`config.mk`:
```
export PLATFORM = sky130hd
export DESIGN_NAME = ftb_top
export DESIGN_NICKNAME = d
export VERILOG_FILES = /design/src/inc/ftb_pkg.sv /design/src/logic/ftb_top.sv
export SDC_FILE = /design/constraint.sdc
export NUM_CORES = 1
export LEC_CHECK = 0
export ABC_CLOCK_PERIOD_IN_PS = 38400
export BUFFER_PORTS_ARGS = -buffer_cell sky130_fd_sc_hd__buf_2
export CAP_MARGIN = 5
export CORE_ASPECT_RATIO = 0.7
export CORE_MARGIN = 2
export CORE_UTILIZATION = 42
export CTS_BUF_LIST = sky130_fd_sc_hd__clkbuf_4
export DETAILED_ROUTE_END_ITERATION = 7
export PLACE_DENSITY_LB_ADDON = 0.15
export RECOVER_POWER = 25
export SYNTH_ARGS = -nofsm -noshare
export SYNTH_HDL_FRONTEND = slang
export SYNTH_SLANG_ARGS = --single-unit
```
`constraint.sdc`:
```
create_clock -name CLK -period 38.4 [get_ports CLK]
set_input_delay 3.84 -clock CLK [delete_from_list [all_inputs] [get_ports CLK]]
set_output_delay 3.84 -clock CLK [all_outputs]
set_load 0.005 [all_outputs]
```
`src/inc/ftb_pkg.sv`:
```
// Purpose: shared constants for the flow totalizer with batch control
// Assumes: 10 MHz system clock, AHB-Lite register access
// Notes: offsets are byte addresses of 32-bit words
package ftb_pkg;
    // ------------------------------------------------------------
    // register map
    // ------------------------------------------------------------
    localparam logic [7:0] OFS_CTRL = 8'h00;
    localparam logic [7:0] OFS_RATE = 8'h04;
    localparam logic [7:0] OFS_TARGET = 8'h08;
    localparam logic [7:0] OFS_CMD = 8'h0c;
    localparam logic [7:0] OFS_TOTAL = 8'h10;
    localparam logic [7:0] OFS_HOURS = 8'h14;
    localparam logic [7:0] OFS_MINSEC = 8'h18;
    localparam logic [7:0] OFS_PEAK = 8'h1c;
    localparam logic [7:0] OFS_REMAIN = 8'h20;
    localparam logic [7:0] OFS_STATUS = 8'h24;
    // batch quantity register number 92, four bytes per word
    localparam int unsigned BATCH_REG_NUM = 92;
    localparam logic [9:0] OFS_BATCH = 10'(BATCH_REG_NUM * 4);
    // ------------------------------------------------------------
    // control fields
    // ------------------------------------------------------------
    localparam int CTRL_POL_LSB = 0;
    localparam int CTRL_RES_LSB = 2;
    localparam int CTRL_METER_BIT = 4;
    localparam logic [31:0] CTRL_RESET = 32'h0000_0010;
    localparam int CMD_PANEL_CLR = 0;
    localparam int CMD_SERIAL_CLR = 1;
    localparam int CMD_VIEW_TOGGLE = 2;
    localparam int CMD_TARGET_COMMIT = 3;
    localparam int CMD_BATCH_COMMIT = 4;
    // ------------------------------------------------------------
    // counts
    // ------------------------------------------------------------
    localparam logic [26:0] TOTAL_MAX = 27'd9999999;
    localparam logic [13:0] HOURS_MAX = 14'd9999;
    localparam logic [5:0] MINSEC_MAX = 6'd59;
    localparam int unsigned CLK_HZ = 10_000_000;
    localparam int unsigned SEC_MS = 1000;
    localparam int unsigned SEC_CYC = CLK_HZ / 1000 * SEC_MS;
    localparam int unsigned SAMPLE_MS = 10;
    localparam int unsigned SAMPLE_CYC = CLK_HZ / 1000 * SAMPLE_MS;
    // residue scale: rate units per count at each resolution
    localparam logic [15:0] SCALE_0 = 16'd1;
    localparam logic [15:0] SCALE_1 = 16'd10;
    localparam logic [15:0] SCALE_2 = 16'd100;
    localparam logic [15:0] SCALE_3 = 16'd1000;

    typedef enum logic [1:0] {
        POL_STOP = 2'b00,
        POL_WRAP = 2'b01,
        POL_WRAP_NOTE = 2'b10
    } ftb_pol_t;

    typedef enum logic [1:0] {
        BST_OFF = 2'b00,
        BST_RUN = 2'b01,
        BST_WAIT = 2'b10,
        BST_DONE = 2'b11
    } ftb_bst_t;
endpackage

```
`src/logic/ftb_top.sv`:
```
// Purpose: flow totalizer with elapsed timer, peak hold and batch control
// Assumes: measured rate arrives synchronous to CLK; AHB-Lite slave
// Notes: batch quantity is kept outside power-on reset
// Behaviour
// - no-rollover policy freezes total at maximum
// - plain rollover wraps total silently
// - notified rollover wraps and flags overflow
// - total seven digits, resolution sets weight
// - elapsed h:m:s saturating at 9999:59:59
// - panel, serial clear or power clears timer
// - meter holds peak rate until clear
// - panel reset clears total any time
// - view key swaps total and time display
// - batch commit starts flow if target nonzero
// - host writes batch quantity at register 92
// - batch quantity survives power cycle
// - show remaining quantity and batch time
// - at batch quantity stop flow, done, pause
// - reset after done starts same batch again
// - raised batch after done resumes flow
// - zero target committed halts batch
// - flow rate follows target, batch gates only
// - zero batch disables batch mode
`timescale 1ns/1ns
module ftb_top (
    // clock and reset
    input wire logic CLK,
    input wire logic RSTN,
    // ahb-lite slave
    input wire logic HSEL,
    input wire logic [31:0] HADDR,
    input wire logic [1:0] HTRANS,
    input wire logic HWRITE,
    input wire logic [2:0] HSIZE,
    input wire logic [31:0] HWDATA,
    input wire logic HREADY,
    output logic [31:0] HRDATA,
    output logic HREADYOUT,
    output logic HRESP,
    // flow path
    input wire logic [15:0] FLOW_RATE,
    output logic [15:0] FLOW_DEMAND,
    output logic FLOW_ENABLE,
    // display state
    output logic VIEW_TIME,
    output logic BATCH_DONE,
    output logic OVERFLOW_ERR
);
    // ------------------------------------------------------------
    // bus slave
    // ------------------------------------------------------------
    logic wr_pend_q;
    logic [9:0] addr_q;
    logic [31:0] ctrl_q;
    logic [15:0] target_q;
    logic [26:0] batch_q;
    logic [26:0] total_q, total_d;
    logic [13:0] hours_q;
    logic [5:0] min_q, sec_q;
    logic [15:0] peak_q;
    logic [15:0] resid_q, resid_d;
    logic [23:0] sec_cnt_q;
    logic [23:0] smp_cnt_q;
    logic view_q, ovf_q;
    logic batch_wr_q;
    ftb_pkg::ftb_bst_t bst_q, bst_d;

    wire addr_ok = HSEL & HREADY & HTRANS[1];
    wire do_wr = wr_pend_q;
    wire [4:0] cmd_w = do_wr && addr_q == 10'(ftb_pkg::OFS_CMD) ?
        HWDATA[4:0] : 5'h00;
    wire clr = cmd_w[ftb_pkg::CMD_PANEL_CLR] |
        cmd_w[ftb_pkg::CMD_SERIAL_CLR];
    wire tgt_commit = cmd_w[ftb_pkg::CMD_TARGET_COMMIT];
    wire batch_wr = do_wr && addr_q == ftb_pkg::OFS_BATCH;
    wire batch_commit = batch_wr | batch_wr_q |
        cmd_w[ftb_pkg::CMD_BATCH_COMMIT];
    wire [1:0] pol = ctrl_q[ftb_pkg::CTRL_POL_LSB +: 2];
    wire [1:0] res = ctrl_q[ftb_pkg::CTRL_RES_LSB +: 2];
    wire meter = ctrl_q[ftb_pkg::CTRL_METER_BIT];
    wire [26:0] remain = batch_q > total_q ? batch_q - total_q : 27'd0;

    // address phase captured, writes land in data phase
    always_ff @(posedge CLK or negedge RSTN) begin
        if (!RSTN) begin
            wr_pend_q <= 1'b0;
            addr_q <= 10'h000;
        end else begin
            wr_pend_q <= addr_ok & HWRITE;
            if (addr_ok) begin
                addr_q <= HADDR[9:0];
            end
        end
    end

    assign HREADYOUT = 1'b1;
    assign HRESP = 1'b0;

    // read mux; unmapped words read zero
    logic [31:0] rd_w;
    always_comb begin
        case (HADDR[9:0])
            10'(ftb_pkg::OFS_CTRL): rd_w = ctrl_q;
            10'(ftb_pkg::OFS_RATE): rd_w = {16'h0000, FLOW_RATE};
            10'(ftb_pkg::OFS_TARGET): rd_w = {16'h0000, target_q};
            10'(ftb_pkg::OFS_TOTAL): rd_w = {5'h00, total_q};
            10'(ftb_pkg::OFS_HOURS): rd_w = {18'h00000, hours_q};
            10'(ftb_pkg::OFS_MINSEC): rd_w = {20'h00000, min_q, sec_q};
            10'(ftb_pkg::OFS_PEAK): rd_w = {16'h0000, peak_q};
            10'(ftb_pkg::OFS_REMAIN): rd_w = {5'h00, remain};
            10'(ftb_pkg::OFS_STATUS):
                rd_w = {26'h0000000, bst_q, ovf_q, view_q, FLOW_ENABLE,
                    BATCH_DONE};
            ftb_pkg::OFS_BATCH: rd_w = {5'h00, batch_q};
            default: rd_w = 32'h0000_0000;
        endcase
    end

    // data register so read data stands through the data phase
    always_ff @(posedge CLK or negedge RSTN) begin
        if (!RSTN) begin
            HRDATA <= 32'h0000_0000;
        end else if (addr_ok & ~HWRITE) begin
            HRDATA <= rd_w;
        end
    end

    // ------------------------------------------------------------
    // software settings
    // ------------------------------------------------------------
    always_ff @(posedge CLK or negedge RSTN) begin
        if (!RSTN) begin
            ctrl_q <= ftb_pkg::CTRL_RESET;
            target_q <= 16'h0000;
            view_q <= 1'b0;
        end else begin
            if (do_wr && addr_q == 10'(ftb_pkg::OFS_CTRL)) begin
                ctrl_q <= {27'h0000000, HWDATA[4:0]};
            end
            if (do_wr && addr_q == 10'(ftb_pkg::OFS_TARGET)) begin
                target_q <= HWDATA[15:0];
            end
            if (cmd_w[ftb_pkg::CMD_VIEW_TOGGLE]) begin
                view_q <= ~view_q;
            end
        end
    end

    // batch quantity has no power-on reset: models nonvolatile store
    always_ff @(posedge CLK) begin
        if (batch_wr) begin
            batch_q <= HWDATA[26:0];
        end
    end

    // ------------------------------------------------------------
    // tick generators
    // ------------------------------------------------------------
    wire smp_tick = smp_cnt_q == 24'(ftb_pkg::SAMPLE_CYC - 1);
    wire sec_tick = sec_cnt_q == 24'(ftb_pkg::SEC_CYC - 1);
    always_ff @(posedge CLK or negedge RSTN) begin
        if (!RSTN) begin
            smp_cnt_q <= 24'h000000;
            sec_cnt_q <= 24'h000000;
        end else begin
            smp_cnt_q <= smp_tick ? 24'h000000 : smp_cnt_q + 24'h000001;
            sec_cnt_q <= sec_tick | clr ? 24'h000000 :
                sec_cnt_q + 24'h000001;
        end
    end

    // ------------------------------------------------------------
    // batch state
    // ------------------------------------------------------------
    // a clear in this cycle means the total is already zero next cycle
    wire batch_on = batch_q != 27'd0;
    wire reached = batch_on && !clr && total_q >= batch_q;
    always_comb begin
        bst_d = bst_q;
        case (bst_q)
            ftb_pkg::BST_OFF,
            ftb_pkg::BST_RUN,
            ftb_pkg::BST_WAIT,
            ftb_pkg::BST_DONE: begin
                if (!batch_on) begin
                    bst_d = ftb_pkg::BST_OFF;
                end else if (reached) begin
                    bst_d = ftb_pkg::BST_DONE;
                end else if (target_q == 16'h0000) begin
                    bst_d = ftb_pkg::BST_WAIT;
                end else if (bst_q != ftb_pkg::BST_DONE || batch_commit ||
                    clr) begin
                    bst_d = ftb_pkg::BST_RUN;
                end
            end
            default: bst_d = ftb_pkg::BST_OFF;
        endcase
    end

    // a quantity write is seen again once batch_q holds it, so a
    // raised quantity after completion can leave the done state
    always_ff @(posedge CLK or negedge RSTN) begin
        if (!RSTN) begin
            batch_wr_q <= 1'b0;
        end else begin
            batch_wr_q <= batch_wr;
        end
    end

    always_ff @(posedge CLK or negedge RSTN) begin
        if (!RSTN) begin
            bst_q <= ftb_pkg::BST_OFF;
        end else if (batch_commit | tgt_commit | clr | reached |
            !batch_on | bst_q == ftb_pkg::BST_RUN) begin
            bst_q <= bst_d;
        end
    end

    wire flowing = bst_q == ftb_pkg::BST_OFF || bst_q == ftb_pkg::BST_RUN;
    assign FLOW_ENABLE = flowing && target_q != 16'h0000;
    assign FLOW_DEMAND = FLOW_ENABLE ? target_q : 16'h0000;
    assign BATCH_DONE = bst_q == ftb_pkg::BST_DONE;
    assign VIEW_TIME = view_q;
    assign OVERFLOW_ERR = ovf_q;

    // ------------------------------------------------------------
    // totalizer
    // ------------------------------------------------------------
    logic [15:0] scale;
    always_comb begin
        case (res)
            2'b00: scale = ftb_pkg::SCALE_0;
            2'b01: scale = ftb_pkg::SCALE_1;
            2'b10: scale = ftb_pkg::SCALE_2;
            default: scale = ftb_pkg::SCALE_3;
        endcase
    end

    // residue stays below one count, so the sum fits 17 bits
    wire [16:0] acc = {1'b0, resid_q} + {1'b0, FLOW_RATE};

    // whole counts in this tick; dividers are constants per resolution
    logic [16:0] cnt;
    always_comb begin
        case (res)
            2'b00: cnt = acc / {1'b0, ftb_pkg::SCALE_0};
            2'b01: cnt = acc / {1'b0, ftb_pkg::SCALE_1};
            2'b10: cnt = acc / {1'b0, ftb_pkg::SCALE_2};
            default: cnt = acc / {1'b0, ftb_pkg::SCALE_3};
        endcase
    end

    // one tick adds far less than the full range, so at most one wrap
    wire [16:0] used = 17'(cnt * {1'b0, scale});
    wire [27:0] sum = {1'b0, total_q} + {11'h000, cnt};
    wire over = sum > {1'b0, ftb_pkg::TOTAL_MAX};
    wire [27:0] wrapped = sum - {1'b0, ftb_pkg::TOTAL_MAX} - 28'h0000001;
    logic wrap;
    always_comb begin
        total_d = total_q;
        resid_d = resid_q;
        wrap = 1'b0;
        if (smp_tick && !BATCH_DONE) begin
            resid_d = 16'(acc - used);
            if (!over) begin
                total_d = sum[26:0];
            end else if (pol != 2'(ftb_pkg::POL_STOP)) begin
                total_d = wrapped[26:0];
                wrap = 1'b1;
            end else begin
                total_d = ftb_pkg::TOTAL_MAX;
                resid_d = resid_q;
            end
        end
    end

    always_ff @(posedge CLK or negedge RSTN) begin
        if (!RSTN) begin
            total_q <= 27'd0;
            resid_q <= 16'h0000;
            ovf_q <= 1'b0;
        end else begin
            total_q <= clr ? 27'd0 : total_d;
            resid_q <= clr ? 16'h0000 : resid_d;
            // a wrap in the clearing cycle still flags
            ovf_q <= (wrap && pol == 2'(ftb_pkg::POL_WRAP_NOTE)) |
                (ovf_q & ~clr);
        end
    end

    // ------------------------------------------------------------
    // peak hold, meter variants only
    // ------------------------------------------------------------
    always_ff @(posedge CLK or negedge RSTN) begin
        if (!RSTN) begin
            peak_q <= 16'h0000;
        end else if (clr) begin
            peak_q <= 16'h0000;
        end else if (meter && FLOW_RATE > peak_q) begin
            peak_q <= FLOW_RATE;
        end
    end

    // ------------------------------------------------------------
    // elapsed timer
    // ------------------------------------------------------------
    logic sec_last, min_last;
    wire t_full = hours_q == ftb_pkg::HOURS_MAX && min_last && sec_last;
    wire t_run = sec_tick && !t_full && !BATCH_DONE;
    wire min_step = t_run && sec_last;
    wire hour_step = min_step && min_last;

    // seconds digit pair
    ftb_wrap_cnt #(
        .WIDTH(6),
        .LAST(ftb_pkg::MINSEC_MAX)
    ) u_sec (
        .clk(CLK),
        .rst_n(RSTN),
        .clr(clr),
        .inc(t_run),
        .cnt_q(sec_q),
        .last(sec_last)
    );

    // minutes digit pair, stepped on the last second
    ftb_wrap_cnt #(
        .WIDTH(6),
        .LAST(ftb_pkg::MINSEC_MAX)
    ) u_min (
        .clk(CLK),
        .rst_n(RSTN),
        .clr(clr),
        .inc(min_step),
        .cnt_q(min_q),
        .last(min_last)
    );

    // hours never wrap: the full check holds them at the top
    always_ff @(posedge CLK or negedge RSTN) begin
        if (!RSTN) begin
            hours_q <= 14'd0;
        end else if (clr) begin
            hours_q <= 14'd0;
        end else if (hour_step) begin
            hours_q <= hours_q + 14'd1;
        end
    end
endmodule // ftb_top

// ------------------------------------------------------------
// wrapping digit counter
// ------------------------------------------------------------
module ftb_wrap_cnt #(
    parameter int WIDTH = 6,
    parameter logic [WIDTH-1:0] LAST = '1
) (
    // clock and reset
    input wire logic clk,
    input wire logic rst_n,
    // step control
    input wire logic clr,
    input wire logic inc,
    // count state
    output logic [WIDTH-1:0] cnt_q,
    output logic last
);
    assign last = cnt_q == LAST;

    // clear wins over a step landing in the same cycle
    always_ff @(posedge clk or negedge rst_n) begin
        if (!rst_n) begin
            cnt_q <= '0;
        end else if (clr) begin
            cnt_q <= '0;
        end else if (inc) begin
            cnt_q <= last ? '0 : cnt_q + WIDTH'(1'b1);
        end
    end
endmodule // ftb_wrap_cnt

```
Word level (Yosys, flattened, before mapping)
Cells that the tools add are included.
{"block": "classes", "n_addsub": 11, "multipliers": 1, "div_mod_pow": 3, "order_cmp": 4, "n_eq_ne": 26, "mux": 34, "bitwise_logic": 18, "n_reduce_logical": 39}
{"cell": "$pmux 27 s10", "n": 1}
{"cell": "$mux 27", "n": 5}
{"cell": "$mux 16", "n": 7}
{"cell": "$pmux 17 s3", "n": 1}
{"cell": "$add 24x1->24 const B", "n": 2}
{"cell": "$mux 24", "n": 2}
{"cell": "$eq 10x5->1 const B", "n": 4}
{"cell": "$mux 6", "n": 6}
{"cell": "$eq 10x4->1 const B", "n": 3}
{"cell": "$pmux 10 s3", "n": 1}
{"cell": "$add 27x17->28", "n": 1}
{"cell": "$gt 28x24->1 const B", "n": 1}
{"cell": "$mux 14", "n": 2}
{"cell": "$ge 27x27->1", "n": 1}
{"cell": "$gt 27x27->1", "n": 1}
{"cell": "$reduce_bool 27->1", "n": 1}
{"cell": "$sub 27x1->27 const B", "n": 1}
{"cell": "$sub 27x24->27 const B", "n": 1}
{"cell": "$sub 27x27->27", "n": 1}
{"cell": "$eq 24x17->1 const B", "n": 1}
{"cell": "$eq 24x24->1 const B", "n": 1}
{"cell": "$eq 10x6->1 const B", "n": 2}
{"cell": "$eq 10x9->1 const B", "n": 2}
{"cell": "$logic_not 10->1", "n": 2}
{"cell": "32 further kinds", "n": 86}
{"block": "word_totals", "reg_bits": 229, "inputBits": 90}

Depth between registers and ports, before layout
{"block": "logic_depth", "ltp_word": 11, "depth_mapped": 196}

By module
A second synthesis with hierarchy kept.
{"block": "unflattened", "hier_cells": 2792, "hier_area_um2": 23491.3}
{"module": "ftb_top", "instances": 1, "cells_each": 2718, "area_per_inst_um2": 22813.1, "seq_area_each_um2": 5441.5}
{"module": "ftb_wrap_cnt", "instances": 2, "cells_each": 37, "area_per_inst_um2": 339.1, "seq_area_each_um2": 150.1}

Worst setup path after synthesis
Ideal clock, no wire load.
{"block": "synth_path", "kind": "input to register", "startpoint": "input FLOW_RATE[0]", "endpoint": "register total_q[12]", "setup_time_ns": 0.104, "arrival_ns": 36.388, "t_required_ns": 38.296, "slack_ns": 1.909, "stages": 176, "path_buffers": 10, "path_cell_list": "ha_1 > fa_1 > a21o_1 > a221oi_4 > o22ai_1 > or2_1 > a2111oi_4 > nor3_2 > ha_1 > o21a_1 > o211ai_1 > nor2_1 > a31oi_1 > inv_1 > ha_1 > o21a_1 > nor2_1 > nor2b_1 > (+140 left out) > o21bai_1 > a21oi_1 > o21bai_1 > a21oi_1 > o21bai_1 > a21oi_1 > nor2b_1 > o21bai_1 > nor2b_1 > nor2_1 > a21oi_1 > or3_1 > nor3b_1 > clkbuf_1 > clkbuf_1 > nor2_1 > xnor2_1 > a221oi_1"}
{"block": "synth_between", "elab_chain_cells": 10}
{"element": "start: declaration", "line": "ftb_top.sv:41", "source": "input wire logic [15:0] FLOW_RATE,"}
{"element": "$add 16x16->17 *", "line": "ftb_top.sv:240", "source": "wire [16:0] acc = {1'b0, resid_q} + {1'b0, FLOW_RATE};"}
{"element": "$div 17x10->17, or another cell as far along", "line": "ftb_top.sv:249", "source": "default: cnt = acc / {1'b0, ftb_pkg::SCALE_3};"}
{"element": "$pmux 17 s3 *", "line": "ftb_top.sv:245", "source": "case (res)"}
{"element": "$add 27x17->28 *", "line": "ftb_top.sv:255", "source": "wire [27:0] sum = {1'b0, total_q} + {11'h000, cnt};"}
{"element": "$sub 27x24->27", "line": "ftb_top.sv:257", "source": "wire [27:0] wrapped = sum - {1'b0, ftb_pkg::TOTAL_MAX} - 28'h0000001;"}
{"element": "$sub 27x1->27", "line": "ftb_top.sv:257"}
{"element": "$mux 27", "line": "ftb_top.sv:267", "source": "end else if (pol != 2'(ftb_pkg::POL_STOP)) begin"}
{"element": "$mux 27 *", "line": "ftb_top.sv:265", "source": "if (!over) begin"}
{"element": "$mux 27 *", "line": "ftb_top.sv:263", "source": "if (smp_tick && !BATCH_DONE) begin"}
{"element": "$mux 27 *", "line": "ftb_top.sv:283", "source": "total_q <= clr ? 27'd0 : total_d;"}
{"element": "end signal: assignment", "line": "ftb_top.sv:283"}
{"element": "end: declaration", "line": "ftb_top.sv:57", "source": "logic [26:0] total_q, total_d;"}
Every way passes the cells marked *; elsewhere a longest branch is shown, timed or not. The select of a mux whose other input is x is not followed.
A chain may end at the register's enable or synchronous reset.

Worst setup path in the final report
{"block": "layout_path", "startpoint": "input FLOW_RATE[0]", "endpoint": "register total_q[24]"}
The elaborated chain is that of the path after synthesis.

==> results.md <==
Outcome:
- The flow ran to the end, but the final reports show violations.
- The final reports fail on max-capacitance violations, max-slew violations.

Drt:
- The number of vias per cell is ~5.6.
- The total number of vias is 22147.
- After detailed routing, the number of remaining DRC violations is 0.
- The routed wirelength normalized by instance count is between 15 and 20 um.
- The final routed wirelength across all metal layers is 73100 um.
- The count of nets left with antenna violations once routing finished came out at 0.
- For this run, the detailed router's first-pass iteration total came to 8.
- The first routing iteration left about 1800 violations.

Worst setup path:
- Data on the critical path is required at its endpoint by slightly below 40 ns.
- The cell with the largest stage delay on the worst path is sky130_fd_sc_hd__or4_4.
- The arrival time at the worst endpoint is around 37 ns.
- The most used cell along the critical path is sky130_fd_sc_hd__ha_1.
- Of all nets on the critical path, the largest fanout is 12.
- The kind of launch point of the worst setup path is a primary input.
- The path type of the worst setup path is primary input to flip-flop.
- For this run, the slowest stage of the critical path takes between 0.5 and 0.6 ns.
- The nature of the critical path endpoint is a flip-flop.
- Measured in cells, the most critical reg-to-reg path has a length of 173.

Timing:
- The max-slew violation total from the final report is 120.
- The final number of setup-violating endpoints is 0.
- The setup clock skew after layout is about 0.082 ns.
- The share of the cycle needed by the critical path after routing is between 90% and 100%.
- Based on the critical path, the design can be clocked at up to approximately 27 MHz.
- The routed design could run at a clock period as short as between 30 and 40 ns.
- The hold violation total from the final report is 0.
- At the pin with the least slew margin, the transition time is around 4.8 ns.
- The worst relative slew slack is -217%.

Logic synthesis:
- Of the synthesized area, sequential elements account for approximately a quarter.
- In this run the cell area of the synthesized design comes to roughly 0.024 mm2.
- The post-synthesis area per instance is approximately 8.4 um2.
- The number of flops mapped to enable cells by yosys is 27.
- The netlist uses roughly 120 different library cells.
- The number of warning messages in the yosys log is 0.
- The post-synthesis cell count is 2840.
- Sorting the synthesized cells by area gives the leading types as sky130_fd_sc_hd__dfrtp_1 (21%), sky130_fd_sc_hd__ha_1 (12%), sky130_fd_sc_hd__fa_1 (6.5%), sky130_fd_sc_hd__xnor2_1 (4.9%), sky130_fd_sc_hd__nand2_1 (4.2%).
- In the synthesized netlist the async set-or-reset flop fraction comes to between 80 and 90%.
- The most instantiated flip-flop cell in the synthesis netlist is sky130_fd_sc_hd__dfrtp_1.
- The synthesized flop and latch total is 224.
- After synthesis, the largest area contributor takes up 20.5% of total cell area.
- Of all cell types, the one taking the most synthesized area is sky130_fd_sc_hd__dfrtp_1.

Clocking:
- The root buffer cell chosen for the clock tree is sky130_fd_sc_hd__clkbuf_4.
- After clock tree synthesis, the clock-pin slew on the worst setup and hold paths is ~0.070 ns.
- In this run, CTS created clock tree buffers numbering 55.
- TritonCTS built the clock tree.
- The clock reaches the later pin of the worst-skew pair after approximately 0.77 ns.
- The hold buffer count at cts is 0.
- No sink is reached through more buffers than the 3 on the longest clock path.
- The H-tree generated during clock tree synthesis spans 2 levels.
- The number of clock sinks is approximately 220.

Floorplan:
- The width of the chip is 289 um.
- The floorplan step defined a die boundary enclosing 0.0589 mm2.
- Measured along the y axis, the die boundary spans around 200 um.
- The top-level port count is between 100 and 150.
- The core outline area is roughly 0.057 mm2.
- For this configuration, the core starts out at a cell density of 42.3%.
- The number of rows in the core area is between 70 and 80.

Placement:
- The HPWL reported at the end of detailed placement is around 58000 um.
- The routability congestion estimate from global placement is about 0.94.
- Once placement finished, the instance area stood at 0.0267 mm2.
- In this run the tool buffered the top-level ports with roughly 110 buffer cells.

Finish:
- The multi-input combinational cells in the finished layout cover a total of 0.0172 mm2.
- Cells with a size suffix above 1 make up a little under a fifth of the layout.
- The layout has between 5000 and 6000 filler cells.
- Once layout is done, the placed cells without fillers occupy 0.0278 mm2.
- The number of nets in the finished design is 3554.
- Relative to the synthesized area, the layout overhead comes to 16.4%.
- The area occupied by registers is 0.00574 mm2.

Global routing:
- The global-route congestion overflow total is 0.
- The first-pass GRT wire length is 117000 um.
- The overall global routing resource usage is approximately a quarter.
- The via count of the first global-routing pass is 21634.
- The largest net degree at the start of global routing is 90.
- The number of antenna violations at the first check in global routing was 1.

Min path:
- The min-delay analysis places its worst path in the category flip-flop to flip-flop.
- The worst hold path cell count is 2.

Flow run:
- Across the run, the number of max-cap violations was 2.
[final timing paths]
check / startpoint / end / slack [ns]
max in group asynchronous: RSTN / sec_cnt_q[19] / 30.86
setup / recovery: FLOW_RATE[0] / total_q[24] / 1.94
min in group asynchronous: RSTN / smp_cnt_q[9] / 4.78
hold reg to reg: HRDATA[23] / HRDATA[23] / 0.48
hold / removal: HRDATA[23] / HRDATA[23] / 0.48
setup reg to reg: resid_q[0] / total_q[24] / 4.88
[through the flow]
stage          instances  utilization, %  TNS, ns  hold WS (ns)  setup slack [ns]
6_report            3953            49.2        0         0.476              1.94
5_1_grt             3952            49.2    -1.09         0.513            -0.139
4_1_cts             3937            48.6        0         0.482             0.191
3_5_place_dp        3836            47.3    -9.43         0.466            -0.405
3_3_place_gp        3836            47.3        0         0.462            0.0935
2_1_floorplan       2846               -        0         0.438              1.91
[Yosys cell counts, types with 8 or more instances]
| cell | count |
|---|---|
| sky130_fd_sc_hd__o21ai_1 | 11 |
| sky130_fd_sc_hd__nor2b_1 | 38 |
| sky130_fd_sc_hd__xnor2_1 | 133 |
| sky130_fd_sc_hd__o211ai_1 | 17 |
| sky130_fd_sc_hd__dfrtp_1 | 196 |
| sky130_fd_sc_hd__nand3_1 | 78 |
| sky130_fd_sc_hd__o21a_1 | 32 |
| sky130_fd_sc_hd__nor3_1 | 65 |
| sky130_fd_sc_hd__mux2_2 | 49 |
| sky130_fd_sc_hd__mux2i_1 | 56 |
| sky130_fd_sc_hd__o21bai_1 | 34 |
| sky130_fd_sc_hd__ha_1 | 228 |
| sky130_fd_sc_hd__a221oi_1 | 20 |
| sky130_fd_sc_hd__and4_1 | 12 |
| sky130_fd_sc_hd__and3_1 | 32 |
| sky130_fd_sc_hd__nand3b_1 | 8 |
| sky130_fd_sc_hd__a21oi_1 | 183 |
| sky130_fd_sc_hd__nor2_1 | 256 |
| sky130_fd_sc_hd__or3_1 | 23 |
| sky130_fd_sc_hd__nand4_1 | 44 |
| sky130_fd_sc_hd__edfxtp_1 | 27 |
| sky130_fd_sc_hd__a21o_1 | 34 |
| sky130_fd_sc_hd__o31ai_1 | 14 |
| sky130_fd_sc_hd__a31oi_1 | 11 |
| sky130_fd_sc_hd__nor4_1 | 30 |
| sky130_fd_sc_hd__or2_2 | 17 |
| sky130_fd_sc_hd__inv_1 | 252 |
| sky130_fd_sc_hd__buf_4 | 9 |
| sky130_fd_sc_hd__nand2b_1 | 23 |
| sky130_fd_sc_hd__xor2_1 | 73 |
| sky130_fd_sc_hd__fa_1 | 78 |
| sky130_fd_sc_hd__clkbuf_1 | 68 |
| sky130_fd_sc_hd__nand2_1 | 269 |
| sky130_fd_sc_hd__a211oi_1 | 15 |
| sky130_fd_sc_hd__o21ai_0 | 156 |
| sky130_fd_sc_hd__and2_1 | 33 |
| sky130_fd_sc_hd__a22oi_1 | 11 |
| sky130_fd_sc_hd__or4_1 | 10 |
| sky130_fd_sc_hd__a222oi_1 | 16 |
[layout by cell type, fill, tap and decap left out, types with 62 or more instances in the layout]
cell / n
sky130_fd_sc_hd__nand2_1: 268
sky130_fd_sc_hd__o21ai_0: 145
sky130_fd_sc_hd__buf_4: 238
sky130_fd_sc_hd__nor2_1: 244
sky130_fd_sc_hd__nand3_1: 78
sky130_fd_sc_hd__inv_1: 252
sky130_fd_sc_hd__xor2_1: 73
sky130_fd_sc_hd__dfrtp_1: 196
sky130_fd_sc_hd__xnor2_1: 132
sky130_fd_sc_hd__ha_1: 227
sky130_fd_sc_hd__clkbuf_4: 82
sky130_fd_sc_hd__fa_1: 78
sky130_fd_sc_hd__nor3_1: 62
sky130_fd_sc_hd__buf_2: 88
sky130_fd_sc_hd__a21oi_1: 163
[routing by layer]
| layer | part of all wire, % | GRT usage, % |
|---|---|---|
| met1 | 51 | 37.7 |
| met2 | 41 | 35.8 |
| met3 | 6.5 | 4.77 |
| met4 | 1.2 | 4.07 |
| met5 | 0 | 0 |
[area by class of cell]
| class | count | share of cell area (%) |
|---|---|---|
| clock buffers | 82 | 2.21 |
| flip-flops and latches | 224 | 20.6 |
| repair buffers | 346 | 8.33 |
| well taps | 750 | 3.37 |
| clock inverters | 19 | 0.396 |
| diodes | 1 | 0.00899 |
| multi-input cells | 2278 | 61.6 |
| inverters | 253 | 3.41 |
[what timing repair did]
action                                  CTS  global route
endpoints found under the setup margin    0            44
resized for setup                         0            78
buffers inserted                          0            15
hold endpoints to repair                  0             0
[flip-flops by register name, summed over array words and instances, names as in the netlist, 6 cells and up]
name         cells
batch_q         27
peak_q          16
addr_q          10
u_min.cnt_q      6
smp_cnt_q       24
resid_q         16
total_q         27
HRDATA          27
sec_cnt_q       24
hours_q         14
u_sec.cnt_q      6
target_q        16
[cell families (layout without fill, tap and decap cells)]
| kind of cell | count (synthesis) | after routing | synth area share, % |
|---|---|---|---|
| compound gates | 668 | 668 | 18.8 |
| xor+xnor | 206 | 206 | 7.54 |
| fa+ha+maj | 307 | 307 | 18.5 |
| buf+inv | 344 | 700 | 5.74 |
| flops | 224 | 224 | 24.0 |
| mux | 112 | 112 | 5.16 |
| other cells | 2 | 9 | 0.0314 |
| simple gates | 977 | 977 | 20.2 |
[critical path: cells and delay by family]
| family | cells | cell delay, ns |
|---|---|---|
| AND/OR/NAND/NOR | 59 | 10.35 |
| buffers and inverters | 13 | 1.86 |
| adder cells (fa/ha/maj) | 19 | 5.87 |
| multiplexers | 10 | 2.68 |
| AO/OA/AOI/OAI | 71 | 12.01 |
| XOR/XNOR | 2 | 0.31 |
Power is not shown: default switching activity piles up to over one toggle a cycle in this logic, so the estimate is an artifact.
